<file path="config.mk">
export PLATFORM = sky130hd
export DESIGN_NAME = dpr_ctrl
export DESIGN_NICKNAME = d
export VERILOG_FILES = /design/src/dpr_pkg.sv /design/src/dpr_mux_if.sv /design/src/dpr_pin_router.sv /design/src/dpr_ctrl.sv
export VERILOG_INCLUDE_DIRS = /design/src /design/src/src
export SDC_FILE = /design/constraint.sdc
export NUM_CORES = 1
export LEC_CHECK = 0
export ABC_AREA = 1
export CAP_MARGIN = 20
export CORE_MARGIN = 4
export CORE_UTILIZATION = 65
export CTS_CLUSTER_DIAMETER = 60
export DETAILED_ROUTE_END_ITERATION = 10
export DONT_BUFFER_PORTS = 1
export GPL_TIMING_DRIVEN = 0
export HOLD_SLACK_MARGIN = 0.12
export PLACE_DENSITY = 0.87
export SLEW_MARGIN = 20
export SYNTH_ARGS = -nofsm -noshare
export SYNTH_HDL_FRONTEND = slang
export SYNTH_SLANG_ARGS = --single-unit
</file>
<file path="constraint.sdc">
create_clock -name i_clk -period 2.1 [get_ports i_clk]
set_input_delay 0.63 -clock i_clk [delete_from_list [all_inputs] [get_ports i_clk]]
set_output_delay 0.63 -clock i_clk [all_outputs]
set_load 0.005 [all_outputs]
</file>
<file path="src/dpr_consts.svh">
// Constants for the dock power-role and multiplexer GPIO control block
`ifndef DPR_CONSTS_SVH
`define DPR_CONSTS_SVH

// ****************************************
// Pin field
// ****************************************
`define DPR_NGPIO 16
`define DPR_IDXW 4
`define DPR_GPIO_ZERO 16'h0000
`define DPR_GPIO_ONE 16'h0001

// ****************************************
// Reset values
// ****************************************
`define DPR_IDX_RST 4'h0
`define DPR_BYTE_RST 8'h00
`define DPR_SYNC_RST 16'h0000
`define DPR_SNAP_RST 9'h000

// ****************************************
// Source offers
// ****************************************
`define DPR_PDO_ALL 4'hF
`define DPR_PDO_5V_ONLY 4'h1
`define DPR_PDO_NONE 4'h0

`endif

</file>
<file path="src/dpr_pkg.sv">
// Types shared by the dock power-role control modules
package dpr_pkg;

  // ****************************************
  // Contract voltage codes
  // ****************************************
  typedef enum logic [1:0] {
    DPR_V5 = 2'b00,
    DPR_V9 = 2'b01,
    DPR_V15 = 2'b10,
    DPR_V20 = 2'b11
  } dpr_volt_t;

  // ****************************************
  // Power role states
  // ****************************************
  typedef enum logic [2:0] {
    DPR_ST_IDLE = 3'b000,
    DPR_ST_SRC_TRY = 3'b001,
    DPR_ST_SINK_BOOT = 3'b010,
    DPR_ST_SINK = 3'b011,
    DPR_ST_SWAP = 3'b100,
    DPR_ST_SOURCE = 3'b101
  } dpr_state_t;

endpackage : dpr_pkg

</file>
<file path="src/dpr_mux_if.sv">
// Multiplexer events and pin assignments passed from control to the pin router
`timescale 1ns/1ps
interface dpr_mux_if;
  logic alt_four;
  logic mux_en;
  logic flip;
  logic [3:0] idx_lane_mapping_select;
  logic [3:0] idx_muxen;
  logic [3:0] idx_orient;
  logic [3:0] idx_barrel;

  modport ctrl (
    output alt_four,
    output mux_en,
    output flip,
    output idx_lane_mapping_select,
    output idx_muxen,
    output idx_orient,
    output idx_barrel
  );

  modport router (
    input alt_four,
    input mux_en,
    input flip,
    input idx_lane_mapping_select,
    input idx_muxen,
    input idx_orient,
    input idx_barrel
  );
endinterface : dpr_mux_if

</file>
<file path="src/dpr_pin_router.sv">
// Routes multiplexer events onto configurable general-purpose pins
`timescale 1ns/1ps
`include "dpr_consts.svh"
module dpr_pin_router (
  // Clock and reset
  input wire logic i_clk,
  input wire logic i_rstn,
  // Events and assignments
  dpr_mux_if.router m,
  // Pins
  output logic [15:0] o_gpio_out,
  output logic [15:0] o_gpio_oe
);
  import dpr_pkg::*;

  logic [15:0] nxt_out;
  logic [15:0] nxt_oe;

  function automatic logic [15:0] dpr_onehot(input logic [3:0] idx);
    dpr_onehot = `DPR_GPIO_ONE << idx;
  endfunction : dpr_onehot

  // If firmware maps two events to one pin, the pin goes high when either event is high
  always_comb begin
    nxt_out = `DPR_GPIO_ZERO;
    nxt_oe = `DPR_GPIO_ZERO;
    nxt_oe = nxt_oe | dpr_onehot(m.idx_lane_mapping_select);
    if (m.alt_four) begin
      nxt_out = nxt_out | dpr_onehot(m.idx_lane_mapping_select);
    end
    nxt_oe = nxt_oe | dpr_onehot(m.idx_muxen);
    if (m.mux_en) begin
      nxt_out = nxt_out | dpr_onehot(m.idx_muxen);
    end
    nxt_oe = nxt_oe | dpr_onehot(m.idx_orient);
    if (m.flip) begin
      nxt_out = nxt_out | dpr_onehot(m.idx_orient);
    end
    // The sense pin must never be driven, even if it collides with an event
    nxt_oe = nxt_oe & ~dpr_onehot(m.idx_barrel);
    nxt_out = nxt_out & ~dpr_onehot(m.idx_barrel);
  end

  always_ff @(posedge i_clk or negedge i_rstn) begin
    if (!i_rstn) begin
      o_gpio_out <= `DPR_GPIO_ZERO;
      o_gpio_oe <= `DPR_GPIO_ZERO;
    end else begin
      o_gpio_out <= nxt_out;
      o_gpio_oe <= nxt_oe;
    end
  end
endmodule : dpr_pin_router

</file>
<file path="src/dpr_ctrl.sv">
// Dock power-role, regulator and multiplexer GPIO control, top level
// Behaviour
// - Supply seen before any partner: attempt the source role automatically.
// - No supply, source attached first: boot from VBUS, power flash, optional sink path.
// - Supply appearing during a contract: enable source offers and request a role swap.
// - Set multiplexer lanes from sensed orientation and the chosen alternate mode.
// - Drive lane mapping select: four-lane video or two-lane video plus USB.
// - Drive multiplexer enable and a separate cable orientation output.
// - Multiplexer events are mapped to any general-purpose pin except the supply detect pin by configuration.
// - Supply detect arrives on a configured general-purpose pin used as input.
// - While supply present: no sink requests, offer source contracts 5 to 20 V.
// - Supply removed: leave any 20 V source contract, renegotiate as sink.
// - Supply returns: send updated source capabilities and renegotiate.
// - Regulator enable follows the plug event, asserting on every plug.
// - High-voltage source contract raises exactly one select: 9 V, 15 V or 20 V.
// - Assert the interrupt output when supply, plug, role state, contract, voltage or mux enable changes.
// - Firmware written by the controller is stored into the external flash.
`timescale 1ns/1ps
`include "dpr_consts.svh"
module dpr_ctrl (
  // Clock and reset
  input wire logic i_clk,
  input wire logic i_rstn,
  // General-purpose pins
  input wire logic [15:0] i_gpio_pin,
  output logic [15:0] o_gpio_out,
  output logic [15:0] o_gpio_oe,
  // Pin assignment and options from the system controller
  input wire logic [3:0] i_cfg_barrel_idx,
  input wire logic [3:0] i_cfg_lane_mapping_select_idx,
  input wire logic [3:0] i_cfg_muxen_idx,
  input wire logic [3:0] i_cfg_orient_idx,
  input wire logic i_cfg_sink_path_en,
  // Type-C and PD engine status
  input wire logic i_plug_attached,
  input wire logic i_partner_source,
  input wire logic i_orient_valid,
  input wire logic i_orient_flip,
  input wire logic i_alt_mode_valid,
  input wire logic i_alt_four_lane,
  input wire logic i_contract_valid,
  input wire dpr_pkg::dpr_volt_t i_contract_volt,
  input wire logic i_swap_done,
  // Requests to the PD engine
  output logic o_req_source_role,
  output logic o_sink_request_en,
  output logic [3:0] o_src_pdo_mask,
  output logic o_swap_req,
  output logic o_src_caps_send,
  output logic o_exit_contract,
  output logic o_ext_sink_path_en,
  output logic o_is_source,
  // Regulator control
  output logic o_regulator_enable_out,
  output logic o_volt_select_9v_out,
  output logic o_volt_select_15v_out,
  output logic o_volt_select_20v_out,
  // Interrupt toward the system controller
  input wire logic i_irq_ack,
  output logic o_irq_n,
  // Firmware path to external flash
  input wire logic i_fw_valid,
  input wire logic [7:0] i_fw_byte,
  output logic o_flash_power_en,
  output logic o_flash_wr_valid,
  output logic [7:0] o_flash_wr_byte
);
  import dpr_pkg::*;

  // ****************************************
  // Supply detect synchroniser
  // ****************************************
  logic [15:0] pin_s1_ff;
  logic [15:0] pin_s2_ff;
  logic [15:0] pin_s3_ff;
  logic barrel_ff;
  logic barrel_d_ff;
  logic barrel_rise;
  logic barrel_fall;

  always_ff @(posedge i_clk or negedge i_rstn) begin
    if (!i_rstn) begin
      pin_s1_ff <= `DPR_SYNC_RST;
      pin_s2_ff <= `DPR_SYNC_RST;
      pin_s3_ff <= `DPR_SYNC_RST;
    end else begin
      pin_s1_ff <= i_gpio_pin;
      pin_s2_ff <= pin_s1_ff;
      pin_s3_ff <= pin_s2_ff;
    end
  end
  // A level counts only once the last two stages agree
  always_ff @(posedge i_clk or negedge i_rstn) begin
    if (!i_rstn) begin
      barrel_ff <= 1'b0;
      barrel_d_ff <= 1'b0;
    end else begin
      if (pin_s2_ff[i_cfg_barrel_idx] == pin_s3_ff[i_cfg_barrel_idx]) begin
        barrel_ff <= pin_s3_ff[i_cfg_barrel_idx];
      end
      barrel_d_ff <= barrel_ff;
    end
  end

  assign barrel_rise = barrel_ff & ~barrel_d_ff;
  assign barrel_fall = ~barrel_ff & barrel_d_ff;

  // ****************************************
  // Power role state machine
  // ****************************************
  dpr_state_t state_ff;
  dpr_state_t nxt_state;
  logic nxt_swap;
  logic nxt_exit;
  dpr_volt_t volt_ff;
  always_comb begin
    nxt_state = state_ff;
    nxt_swap = 1'b0;
    nxt_exit = 1'b0;
    unique case (state_ff)
      DPR_ST_IDLE: begin
        if (i_plug_attached && barrel_ff) begin
          nxt_state = DPR_ST_SRC_TRY;
        end else if (i_plug_attached && i_partner_source) begin
          nxt_state = DPR_ST_SINK_BOOT;
        end
      end
      DPR_ST_SRC_TRY: begin
        if (!i_plug_attached) begin
          nxt_state = DPR_ST_IDLE;
        end else if (!barrel_ff) begin
          nxt_state = DPR_ST_SINK_BOOT;
        end else if (i_contract_valid) begin
          nxt_state = DPR_ST_SOURCE;
        end
      end
      DPR_ST_SINK_BOOT: begin
        if (!i_plug_attached) begin
          nxt_state = DPR_ST_IDLE;
        end else if (i_contract_valid && barrel_ff) begin
          nxt_state = DPR_ST_SWAP;
          nxt_swap = 1'b1;
        end else if (i_contract_valid) begin
          nxt_state = DPR_ST_SINK;
        end
      end
      DPR_ST_SINK: begin
        if (!i_plug_attached) begin
          nxt_state = DPR_ST_IDLE;
        end else if (barrel_ff) begin
          nxt_state = DPR_ST_SWAP;
          nxt_swap = 1'b1;
        end
      end
      DPR_ST_SWAP: begin
        if (!i_plug_attached) begin
          nxt_state = DPR_ST_IDLE;
        end else if (!barrel_ff) begin
          nxt_state = DPR_ST_SINK;
        end else if (i_swap_done) begin
          nxt_state = DPR_ST_SOURCE;
        end
      end
      DPR_ST_SOURCE: begin
        if (!i_plug_attached) begin
          nxt_state = DPR_ST_IDLE;
        end else if (!barrel_ff) begin
          nxt_state = DPR_ST_SINK_BOOT;
          nxt_exit = (volt_ff == DPR_V20);
        end
      end
      default: begin
        nxt_state = DPR_ST_IDLE;
      end
    endcase
  end
  always_ff @(posedge i_clk or negedge i_rstn) begin
    if (!i_rstn) begin
      state_ff <= DPR_ST_IDLE;
    end else begin
      state_ff <= nxt_state;
    end
  end

  // ****************************************
  // PD engine requests
  // ****************************************
  logic is_source;
  assign is_source = (state_ff == DPR_ST_SOURCE);
  always_ff @(posedge i_clk or negedge i_rstn) begin
    if (!i_rstn) begin
      o_req_source_role <= 1'b0;
      o_swap_req <= 1'b0;
      o_exit_contract <= 1'b0;
      o_src_caps_send <= 1'b0;
      o_is_source <= 1'b0;
    end else begin
      o_req_source_role <= (nxt_state == DPR_ST_SRC_TRY);
      o_swap_req <= nxt_swap;
      o_exit_contract <= nxt_exit | (barrel_fall & is_source);
      o_src_caps_send <= barrel_rise & i_plug_attached;
      o_is_source <= (nxt_state == DPR_ST_SOURCE);
    end
  end

  // Offers are gated by the supply, not the role, so a swap can present them early
  always_ff @(posedge i_clk or negedge i_rstn) begin
    if (!i_rstn) begin
      o_sink_request_en <= 1'b0;
      o_src_pdo_mask <= `DPR_PDO_NONE;
      o_ext_sink_path_en <= 1'b0;
    end else begin
      o_sink_request_en <= ~barrel_ff & i_plug_attached;
      o_src_pdo_mask <= barrel_ff ? `DPR_PDO_ALL : `DPR_PDO_5V_ONLY;
      o_ext_sink_path_en <= i_cfg_sink_path_en & ~barrel_ff & i_plug_attached &
                            ((state_ff == DPR_ST_SINK_BOOT) || (state_ff == DPR_ST_SINK));
    end
  end

  // ****************************************
  // Regulator enable and voltage selects
  // ****************************************
  logic hv_sel_en;
  assign hv_sel_en = i_plug_attached & is_source & i_contract_valid;
  always_ff @(posedge i_clk or negedge i_rstn) begin
    if (!i_rstn) begin
      volt_ff <= DPR_V5;
    end else if (!i_plug_attached || !i_contract_valid) begin
      volt_ff <= DPR_V5;
    end else begin
      volt_ff <= i_contract_volt;
    end
  end

  always_ff @(posedge i_clk or negedge i_rstn) begin
    if (!i_rstn) begin
      o_regulator_enable_out <= 1'b0;
      o_volt_select_9v_out <= 1'b0;
      o_volt_select_15v_out <= 1'b0;
      o_volt_select_20v_out <= 1'b0;
    end else begin
      o_regulator_enable_out <= i_plug_attached;
      // Only one select may be high or the feedback network sums two taps
      o_volt_select_9v_out <= hv_sel_en & (i_contract_volt == DPR_V9);
      o_volt_select_15v_out <= hv_sel_en & (i_contract_volt == DPR_V15);
      o_volt_select_20v_out <= hv_sel_en & (i_contract_volt == DPR_V20);
    end
  end

  // ****************************************
  // Multiplexer control
  // ****************************************
  logic alt_four_ff;
  logic mux_en_ff;
  logic flip_ff;
  always_ff @(posedge i_clk or negedge i_rstn) begin
    if (!i_rstn) begin
      mux_en_ff <= 1'b0;
      flip_ff <= 1'b0;
      alt_four_ff <= 1'b0;
    end else begin
      mux_en_ff <= i_plug_attached & i_orient_valid;
      if (i_plug_attached && i_orient_valid) begin
        flip_ff <= i_orient_flip;
      end
      if (!i_plug_attached) begin
        alt_four_ff <= 1'b0;
      end else if (i_alt_mode_valid) begin
        alt_four_ff <= i_alt_four_lane;
      end
    end
  end

  dpr_mux_if mux_bus ();
  assign mux_bus.alt_four = alt_four_ff;
  assign mux_bus.mux_en = mux_en_ff;
  assign mux_bus.flip = flip_ff;
  assign mux_bus.idx_lane_mapping_select = i_cfg_lane_mapping_select_idx;
  assign mux_bus.idx_muxen = i_cfg_muxen_idx;
  assign mux_bus.idx_orient = i_cfg_orient_idx;
  assign mux_bus.idx_barrel = i_cfg_barrel_idx;
  dpr_pin_router u_router (
    .i_clk(i_clk),
    .i_rstn(i_rstn),
    .m(mux_bus),
    .o_gpio_out(o_gpio_out),
    .o_gpio_oe(o_gpio_oe)
  );

  // ****************************************
  // Change interrupt
  // ****************************************
  logic [8:0] snap_ff;
  logic [8:0] snap_now;
  logic change;

  assign snap_now = {barrel_ff, i_plug_attached, state_ff, i_contract_valid, volt_ff,
                     mux_en_ff};
  assign change = (snap_now != snap_ff);

  always_ff @(posedge i_clk or negedge i_rstn) begin
    if (!i_rstn) begin
      snap_ff <= `DPR_SNAP_RST;
      o_irq_n <= 1'b1;
    end else begin
      snap_ff <= snap_now;
      // A change in the acknowledge cycle keeps the interrupt asserted
      if (change) begin
        o_irq_n <= 1'b0;
      end else if (i_irq_ack) begin
        o_irq_n <= 1'b1;
      end
    end
  end

  // ****************************************
  // Firmware store path
  // ****************************************
  always_ff @(posedge i_clk or negedge i_rstn) begin
    if (!i_rstn) begin
      o_flash_power_en <= 1'b0;
      o_flash_wr_valid <= 1'b0;
      o_flash_wr_byte <= `DPR_BYTE_RST;
    end else begin
      // Flash stays powered so code can load even in no-battery boot
      o_flash_power_en <= 1'b1;
      o_flash_wr_valid <= i_fw_valid;
      if (i_fw_valid) begin
        o_flash_wr_byte <= i_fw_byte;
      end
    end
  end
endmodule : dpr_ctrl

</file>
---- Word level (Yosys, flattened, before mapping) ----
Index checks and enable logic that the tools add are counted.
cells by class
  order comparisons ....................... 1
  eq/ne operators ......................... 14
  shift-type cells ........................ 4
  muxes and demuxes ....................... 37
  bitwise logic cells ..................... 24
  reductions and logical operators ........ 10
operator list
  kind                                                                   number
  16-bit bitwise OR                                                      4
  1-bit by 4-bit left shift with 16-bit output, first input constant     4
  16-bit two-way mux                                                     3
  3-bit two-way mux                                                      15
  16-bit AND                                                             2
  3-bit case mux with 6 select lines                                     1
  16-bit inverter                                                        1
  1-bit AND                                                              14
  1-bit two-way mux                                                      13
  3-bit equality test, second input constant                             3
  9-bit != test                                                          1
  1-bit binary-select mux with 4-bit select                              2
  2-bit equality test, second input constant                             3
  3-bit by 1-bit equality test with 1-bit output, second input constant  2
  3-bit by 2-bit equality test with 1-bit output, second input constant  2
  4-bit by 5-bit < comparator with 1-bit output, second input constant   1
  1-bit logical AND                                                      4
  4-bit two-way mux                                                      1
  3-bit logical NOT                                                      1
  2-bit by 1-bit equality test with 1-bit output, second input constant  1
  1-bit logical NOT                                                      2
  1-bit logical OR                                                       2
  2-bit two-way mux                                                      1
  2-bit by 1-bit != test with 1-bit output, second input constant        1
  5 further kinds                                                        6
word-level totals
  bits in registers ....................... 125
  input port bits ......................... 55
  logic and storage cells ................. 119

---- Longest topological paths before layout ----
Gate-level depths: netlist of run 1.
  word-level depth ........................ 7
  depth in mapped cells ................... 10

---- Modules after synthesis ----
From an unflattened synthesis of run 1, not the netlist that was laid out.
second synthesis, totals
  cells, all modules ...................... 578
  area, all modules ....................... 5261.3 um^2
by module, submodules not included
  module          times used  cells each  area each (um^2)
  dpr_ctrl        1           275         3139.3
  dpr_pin_router  1           303         2122.0

---- Worst setup path after synthesis of run 1 ----
OpenSTA, ideal clock, no wires.
  path kind ............................... input-to-reg
  from .................................... input port i_cfg_barrel_idx[2]
  to ...................................... register barrel_ff
  library setup time ...................... 0.116 ns
  arrival ................................. 1.326 ns
  data required time ...................... 1.984 ns
  slack ................................... 0.658 ns
  stages on the path ...................... 7
  path buffers ............................ 1
  cell sequence ........................... inv_1 clkbuf_1 nand4_1 nand3_1 nand2_1 nand2_1 nand2_1
on the way
  word-level cells in the longest chain between the ends .. 3
RTL lines
  what                                                          RTL line                        source
  from (decl)                                                   dpr_ctrl.sv:29                  input wire logic [3:0] i_cfg_barrel_idx,
  1-bit binary-select mux with 4-bit select (on tied branches)  dpr_ctrl.sv:98, dpr_ctrl.sv:99
  1-bit two-way mux (on tied branches)                          dpr_ctrl.sv:98, dpr_ctrl.sv:99
  1-bit equality test                                           dpr_ctrl.sv:98                  if (pin_s2_ff[i_cfg_barrel_idx] == pin_s3_ff[i_cfg_barrel_idx]) begin
  to (signal assigned)                                          dpr_ctrl.sv:99                  barrel_ff <= pin_s3_ff[i_cfg_barrel_idx];
  to (decl)                                                     dpr_ctrl.sv:76                  logic barrel_ff;
Several ways; a longest one is shown, not always the timed one. The select of a mux whose other input is x is not followed.
A chain may end at the register's enable or synchronous reset.

---- Worst setup path in the final report of run 1 ----
  from .................................... register o_src_pdo_mask[2]
  to ...................................... output port o_src_pdo_mask[2]
RTL lines
  what                    RTL line         source
  from (decl)             dpr_ctrl.sv:47   output logic [3:0] o_src_pdo_mask,
  from (signal assigned)  dpr_ctrl.sv:210  o_src_pdo_mask <= `DPR_PDO_NONE;
  from (signal assigned)  dpr_ctrl.sv:214  o_src_pdo_mask <= barrel_ff ? `DPR_PDO_ALL : `DPR_PDO_5V_ONLY;
No word-level cell between the ends.

==> reports/metrics.yaml, run 1 <==
job:
  drv_cap: 0
yosys:
  syn_nets: 572
  syn_area_mm2: 0.004856
  synth_xor_area_share_pct: 0.9018
  syn_inst: 515
  synth_top_family_by_area: "simple AND/OR/NAND/NOR gates"
  async_flop_share_pct: 100.0
  synth_compound_area_share_pct: 6.287
  synthMuxAreaShare_pct: 1.855
  yosysTopAreaCellShare_pct: 60.81
  synthFlopType: "dfrtp_1"
  synthAdderAreaFrac_pct: 0.5153
  synth_common_cells: "118 x dfrtp_1, 105 x nand2_1, 62 x inv_1"
  synth_area_per_cell_um2: 9.429
  ys_seq_elements: 119
  yosysMostFrequentCell: "dfrtp_1"
  synth_cell_types: 36
  synthSimpleGateAreaFrac_pct: 21.15
  synth_edf_count: 0
  yosys.area.top_type: "dfrtp_1"
  yosysWarningCount: 0
  ys_seq_area_share_pct: 61.35
  yosys-top-cells-area: "dfrtp_1 61%, nand2_1 8.1%, nand3_1 5.7%"
timing:
  period_share_pct: 81.76
  fmax_mhz: 582.4
  fin_hold_ws_ns: -0.1980
  skew_ns: 0.01228
  final-hold-violation-count: 119
  fin_crit_ns: 1.717
  slew_headroom_pct: 58.36
  finalMaxSlewViolations: 0
  timing.final.setup_violations: 0
  worst_pin_slew_ns: 0.6246
  rsz0062_at_grt: "false"
  setup-tns-final_ns: 0
setup_path:
  worst_ep_required_time_ns: 1.47
  cp_top_family: "flip-flops"
  critPathMaxFanout: 5
  slowest_delay_ns: 0.42
  slowest_stage: "dfrtp_1"
  path_buf_inv: 1
  worst_setup_path_start_kind: "flop"
  endpoint_kind: "primary output"
  arrival_ns: 1.09
  critPathKind: "flop to primary output"
  cp_cell_sequence: "buf_4"
drt:
  wl_met3_um: 1208
  antenna_left: 0
  dr_wl_met2_um: 6025
  drt-pass1-iter-count: 5
  first_iter_violations: 313
  vias: 3803
  wirelength_um: 11860
  avgRoutedWirePerCell_um: 18.22
  highest_layer: "met4"
  wl_met1_um: 4304
  viasPerCell: 5.842
  drcViolationCount: 0
cells_and_area:
  area.growth.synth_to_final_pct: 14.58
  multi_input_area_mm2: 0.001495
  seqCellArea_mm2: 0.002979
  drive_above_1_share_pct: 11.59
  fin_util_pct: 76.71
  num_antenna_cells: 0
  nNetsFinal: 596
  nFillCells: 495
clock_network:
  cts_tree: "yes"
  cts_max_level: 4
  cts_resized: 0
  clkSinkCount: 119
  clk_latency_ns: 0.52
  clockBufferDepth: 2
  clock-root-buffer: "clkbuf_8"
  post_cts_buffers: 0
  cts_buffers: 17
  clk_pin_slew_ns: 0.06
power:
  leakagePower_nw: 2.893
  irDropWorstVdd_mv: 0.7073
  power_density_mw_per_mm2: 1001
grt:
  gr-usage-all-layers_pct: 27.80
  grt_pass1_vias: 3796
  grt_pass1_wl_um: 18350
  antenna_found_initial: 0
  overflow: 0
  grt_max_degree: 120
floorplanning:
  die_w_um: 94.43
  std_cell_rows: 31
  io_pins: 113
  dieArea_mm2: 0.008917
  start_util_pct: 66.95
  core-area_mm2: 0.007253
  die_h_um: 94.43
placed_design:
  place.gp.congestion: 0.9399
  place_hpwl_um: 7975
  port_buffers: 0
status:
  status: "finished, violations left"
  violations: "negative hold slack"
hold_path:
  hold_class: "input pin to asynchronous set/reset pin"
-- per-stage QoR --
stage	instances	hold slack, ns	worst slack, ns	power (mW)	area (µm²)
2_1_floorplan	515	0.3312	0.6578	2.880	4856
3_3_place_gp	614	0.3312	0.3543	2.991	4980
3_5_place_dp	614	0.3347	0.3688	3.012	4980
4_1_cts	646	-0.2056	0.3610	5.577	5514
5_1_grt	651	-0.2130	0.3307	5.771	5564
6_report	651	-0.1980	0.3831	5.571	5564
-- cell type report --
type                            count  share of cell area (%)
Sequential cell                   119                   53.54
Multi-Input combinational cell    302                   26.87
Clock buffer                       18                   7.511
Inverter                           74                   4.992
Tap cell                           99                   2.226
Clock inverter                     14                   2.091
Buffer                             20                   1.866
Timing Repair Buffer                5                  0.8995
-- placed cells by master (no fill, tap or decap), types with 6 or more instances in the layout --
cell,synthesis,routed
o21ai_1,14,14
nand3_1,55,55
clkbuf_1,7,8
inv_1,62,62
nor3_1,10,10
o22ai_1,6,6
nand2_1,105,105
mux2_2,8,8
nor2_1,38,38
dfrtp_1,118,118
inv_2,9,9
o21ai_0,19,19
buf_2,8,8
clkbuf_16,0,16
nand4_1,18,18
-- kinds of logic after synthesis --
kind of cell | Yosys count
AOI/OAI and AO/OA | 53
muxes | 8
buffers and inverters | 94
other | 1
and+or+nand+nor | 233
adders and majority gates | 2
DFF | 119
xor gates and xnor gates | 5
-- flip-flops by register name (all words and copies together), names as in the netlist, 2 cells and up --
signal and count:
volt_ff 2, u_router.o_gpio_out 16, snap_ff 8, o_src_pdo_mask 2
state_ff 3, pin_s3_ff 16, pin_s2_ff 16, pin_s1_ff 16
u_router.o_gpio_oe 16, o_flash_wr_byte 8
-- worst paths after layout --
check                                  startpoint                     end  slack [ns]  depth (start not counted)
min in group i_clk                     i_fw_valid        o_flash_wr_valid        0.14                          0
max in group asynchronous                  i_rstn                 o_irq_n        2.08                          0
worst max register to register     mux_bus.mux_en  u_router.o_gpio_out[0]        0.42                          5
worst min-delay path                       i_rstn   u_router.o_gpio_oe[1]       -0.20                          0
worst min register to register      pin_s1_ff[14]           pin_s2_ff[14]        0.35                          0
worst max-delay path            o_src_pdo_mask[2]       o_src_pdo_mask[2]        0.38                          1
-- per-layer routing --
layer,global-route usage [%],up-vias
li1,-,1727
met1,31.77,1783
met2,47.04,253
met3,8.685,40
met4,14.32,0
met5,0,-
-- where the power goes --
| part | switching (mW) | total [mW] | internal (mW) | leakage (nW) |
|---|---|---|---|---|
| clock network | 1.10 | 2.57 | 1.47 | 0.251 |
| logic | 0.295 | 0.457 | 0.162 | 1.15 |
| registers | 0.0997 | 2.54 | 2.44 | 1.49 |
| total | 1.49 | 5.57 | 4.08 | 2.89 |
No activity file was read; power rests on OpenSTA's default activity.
==> inputs of run 2 (changes only) <==
Settings changed: ABC_AREA 1 to 0, CORE_UTILIZATION 65 to 62, PLACE_DENSITY 0.87 to 0.84.
Clock period 2.1 ns to 1.6 ns, I/O delays scaled along.
==> run 2 against run 1 <==
  * The run still ends with negative hold slack left
  * Die area increased by 0.68%
  * Hold slack worse by 0.15 ns
  * Clock power grew 48%
  * Synthesized cell count shrank 26%
  * Flip-flop and latch count is the same
  * First-iteration DRC count is 10% lower
  * Global-route usage is 0.88 points higher
  * Final area grew 3.6%
  * Wire length fell by 1.3%
  * Critical path depth is the same
  * Largest power group unchanged
==> reports/metrics.yaml, run 2 <==
status:
  status: "finished, violations left"
  violations: "negative hold slack"
clock_network:
  clkSinkCount: 119  # unchanged
  clk_pin_slew_ns: 0.06  # about the same
  cts_tree: "yes"
  clockBufferDepth: 2  # unchanged
  clock-root-buffer: "clkbuf_8"
  cts_max_level: 4  # unchanged
  hold_buffers: 33
  cts_buffers: 17  # unchanged
  clk_latency_ns: 0.52  # about the same
timing:
  setup_slack_ns: 0.01720  # -0.3659 ns
  period_share_pct: 98.92
  skew_ns: 0.006217  # -0.006059 ns
  slew_headroom_pct: 50.88  # -7.5 points
  finalMaxSlewViolations: 0  # unchanged
  fin_crit_ns: 1.583
  worst_pin_slew_ns: 0.7341  # +0.1095 ns
  timing.final.setup_violations: 0  # unchanged
  fmax_mhz: 631.8
  final-hold-violation-count: 119  # unchanged
  fin_hold_ws_ns: -0.3480  # -0.1500 ns
  rsz0062_at_grt: "true"
floorplanning:
  std_cell_rows: 31  # unchanged
  die_w_um: 94.75  # +0.34%
  core-area_mm2: 0.007292  # +0.53%
  start_util_pct: 63.98  # -3.0 points
  dieArea_mm2: 0.008978  # +0.68%
  io_pins: 113  # unchanged
  die_h_um: 94.75  # +0.34%
grt:
  grt_pass1_wl_um: 18640  # +1.6%
  gr-usage-all-layers_pct: 28.68  # +0.88 points
  grt_max_degree: 120  # unchanged
  grt_pass1_vias: 3527  # -7.1%
  overflow: 0  # unchanged
  antenna_found_initial: 0  # unchanged
setup_path:
  critPathMaxFanout: 4  # -1
  cp_cell_sequence: "buf_6"
  r2r_setup_slack_ns: 0.05  # -0.37 ns
  path_buf_inv: 1  # unchanged
  worst_setup_path_start_kind: "flop"
  r2r_cells: 4  # -1
  critPathKind: "flop to primary output"
  worst_ep_required_time_ns: 1.12  # -0.35 ns
  r2r_start: "pin_s2_ff[1]"
  slowest_stage: "dfrtp_2"
  slowest_delay_ns: 0.45  # +0.03 ns
  timing.rr.end: "barrel_ff"
  cp_top_family: "flip-flops"
  endpoint_kind: "primary output"
  arrival_ns: 1.10  # about the same
yosys:
  async_flop_share_pct: 100.0  # unchanged
  ys_seq_elements: 119  # unchanged
  syn_nets: 438  # -23%
  yosysMostFrequentCell: "dfrtp_1"
  yosys.area.top_type: "dfrtp_1"
  yosys-top-cells-area: "dfrtp_1 63%, a22oi_1 3.7%, mux4_2 3.4%"
  yosysWarningCount: 0  # unchanged
  syn_inst: 381  # -26%
  syn_area_mm2: 0.004666  # -3.9%
  yosysTopAreaCellShare_pct: 63.29  # +2.5 points
  synth_edf_count: 0  # unchanged
  synth_area_per_cell_um2: 12.25  # +30%
  synth_common_cells: "118 x dfrtp_1, 39 x nand2_1, 30 x a21oi_1"
  synthFlopType: "dfrtp_1"
  synth_cell_types: 43  # +19%
  ys_seq_area_share_pct: 63.85  # +2.5 points
drt:
  wirelength_um: 11710  # -1.3%
  first_iter_violations: 281  # -10%
  antenna_left: 0  # unchanged
  vias: 3371  # -11%
  avgRoutedWirePerCell_um: 21.44  # +18%
  drt-pass1-iter-count: 5  # unchanged
  drcViolationCount: 0  # unchanged
  viasPerCell: 6.174  # +5.7%
placed_design:
  dpl_worst_slack_ns: -0.3015  # -0.6703 ns
  port_buffers: 0  # unchanged
  place.gp.congestion: 0.9171  # -2.4%
  place_hpwl_um: 7228  # -9.4%
cells_and_area:
  drive_above_1_share_pct: 12.30  # +0.71 points
  area.growth.synth_to_final_pct: 23.52
  multi_input_area_mm2: 0.001558  # +4.2%
  final_common_cell: "dfrtp_1"
  final_cell_mix: "117 x dfrtp_1, 39 x nand2_1, 33 x dlygate4sd3_1, 30 x a21oi_1, 25 x nor2_1"
  seqCellArea_mm2: 0.002980  # about the same
  nFillCells: 456  # -7.9%
  fin_util_pct: 79.03  # +2.3 points
  nNetsFinal: 491  # -18%
  num_antenna_cells: 0  # unchanged
job:
  drv_cap: 0  # unchanged
hold_path:
  hold_class: "input pin to asynchronous set/reset pin"
power:
  power_mw: 7.806  # +40%
  leakagePower_nw: 2.538  # -12%
  power_density_mw_per_mm2: 1354  # +35%
  irDropWorstVdd_mv: 1.024  # +45%
-- run 2: cell types whose count changed after synthesis, sizes merged, moves of 12 or more --
cell,delta
a21oi,+28
a22oi,+23
nor2,-14
nand2,-67
nor2b,+12
nand4,-18
inv,-67
o21ai,-31
nand3,-49
-- run 2: worst max path at each step --
stage,to,start,cells after the start,slack [ns]
after CTS,o_src_pdo_mask[2],o_src_pdo_mask[2],1,-0.02
after detailed placement,u_router.o_gpio_out[3],i_cfg_lane_mapping_select_idx[1],5,-0.30
final,o_src_pdo_mask[3],o_src_pdo_mask[2],1,0.02
after global placement,u_router.o_gpio_out[3],i_cfg_lane_mapping_select_idx[1],5,-0.33
after global routing,barrel_ff,pin_s2_ff[3],4,-0.02
after floorplan,barrel_ff,i_cfg_barrel_idx[0],5,-0.14
-- run 2: layout make-up --
cell class	count	area share, %
clock inverter	13	2.953
timing repair buffer	34	5.862
buffer	24	2.540
sequential	119	51.72
multi-input combinational	234	27.03
clock buffer	19	7.490
tap	99	2.149
inverter	4	0.2605
-- run 2: kinds of logic after synthesis --
group	after synthesis	share of synthesized area [%]
fa+ha+maj	3	0.7776
compound gates	74	10.49
flops	119	63.85
mux	18	6.329
xor+xnor	8	1.502
other cells	1	0.08037
buf+inv	28	2.923
simple gates	130	14.05
-- run 2: metal layers --
| metal | share of wire, % | vias to the layer above | track usage, % |
|---|---|---|---|
| met5 | 0 | - | 0 |
| met4 | 3.5 | 0 | 14.30 |
| met3 | 10 | 45 | 11.39 |
| met2 | 51 | 228 | 45.39 |
| met1 | 35 | 1659 | 34.18 |
| li1 | - | 1439 | - |
-- run 2: per-stage QoR --
step | setup TNS [ns] | std cells | area, µm²
3_5_place_dp | -3.894 | 480 | 4798
6_report | 0 | 546 | 5763
4_1_cts | -0.06663 | 545 | 5748
3_3_place_gp | -4.372 | 480 | 4798
5_1_grt | -0.06901 | 546 | 5763
2_1_floorplan | -0.1382 | 381 | 4674
-- run 2: repair_timing --
action                                 in CTS  in global routing
endpoints found under the hold margin     153                119
pin swaps                                   0                  0
setup endpoints to repair                   4                  5
buffers inserted                            0                  1
gates cloned                                0                  0
resized for setup                           5                  3
-- run 2: power breakdown --
group	internal [mW]	leakage [nW]	total [mW]	switching, mW
clock	2.43	0.285	3.81	1.38
combinational	0.314	0.764	0.649	0.335
sequential	3.21	1.49	3.34	0.133
total	5.95	2.54	7.81	1.85
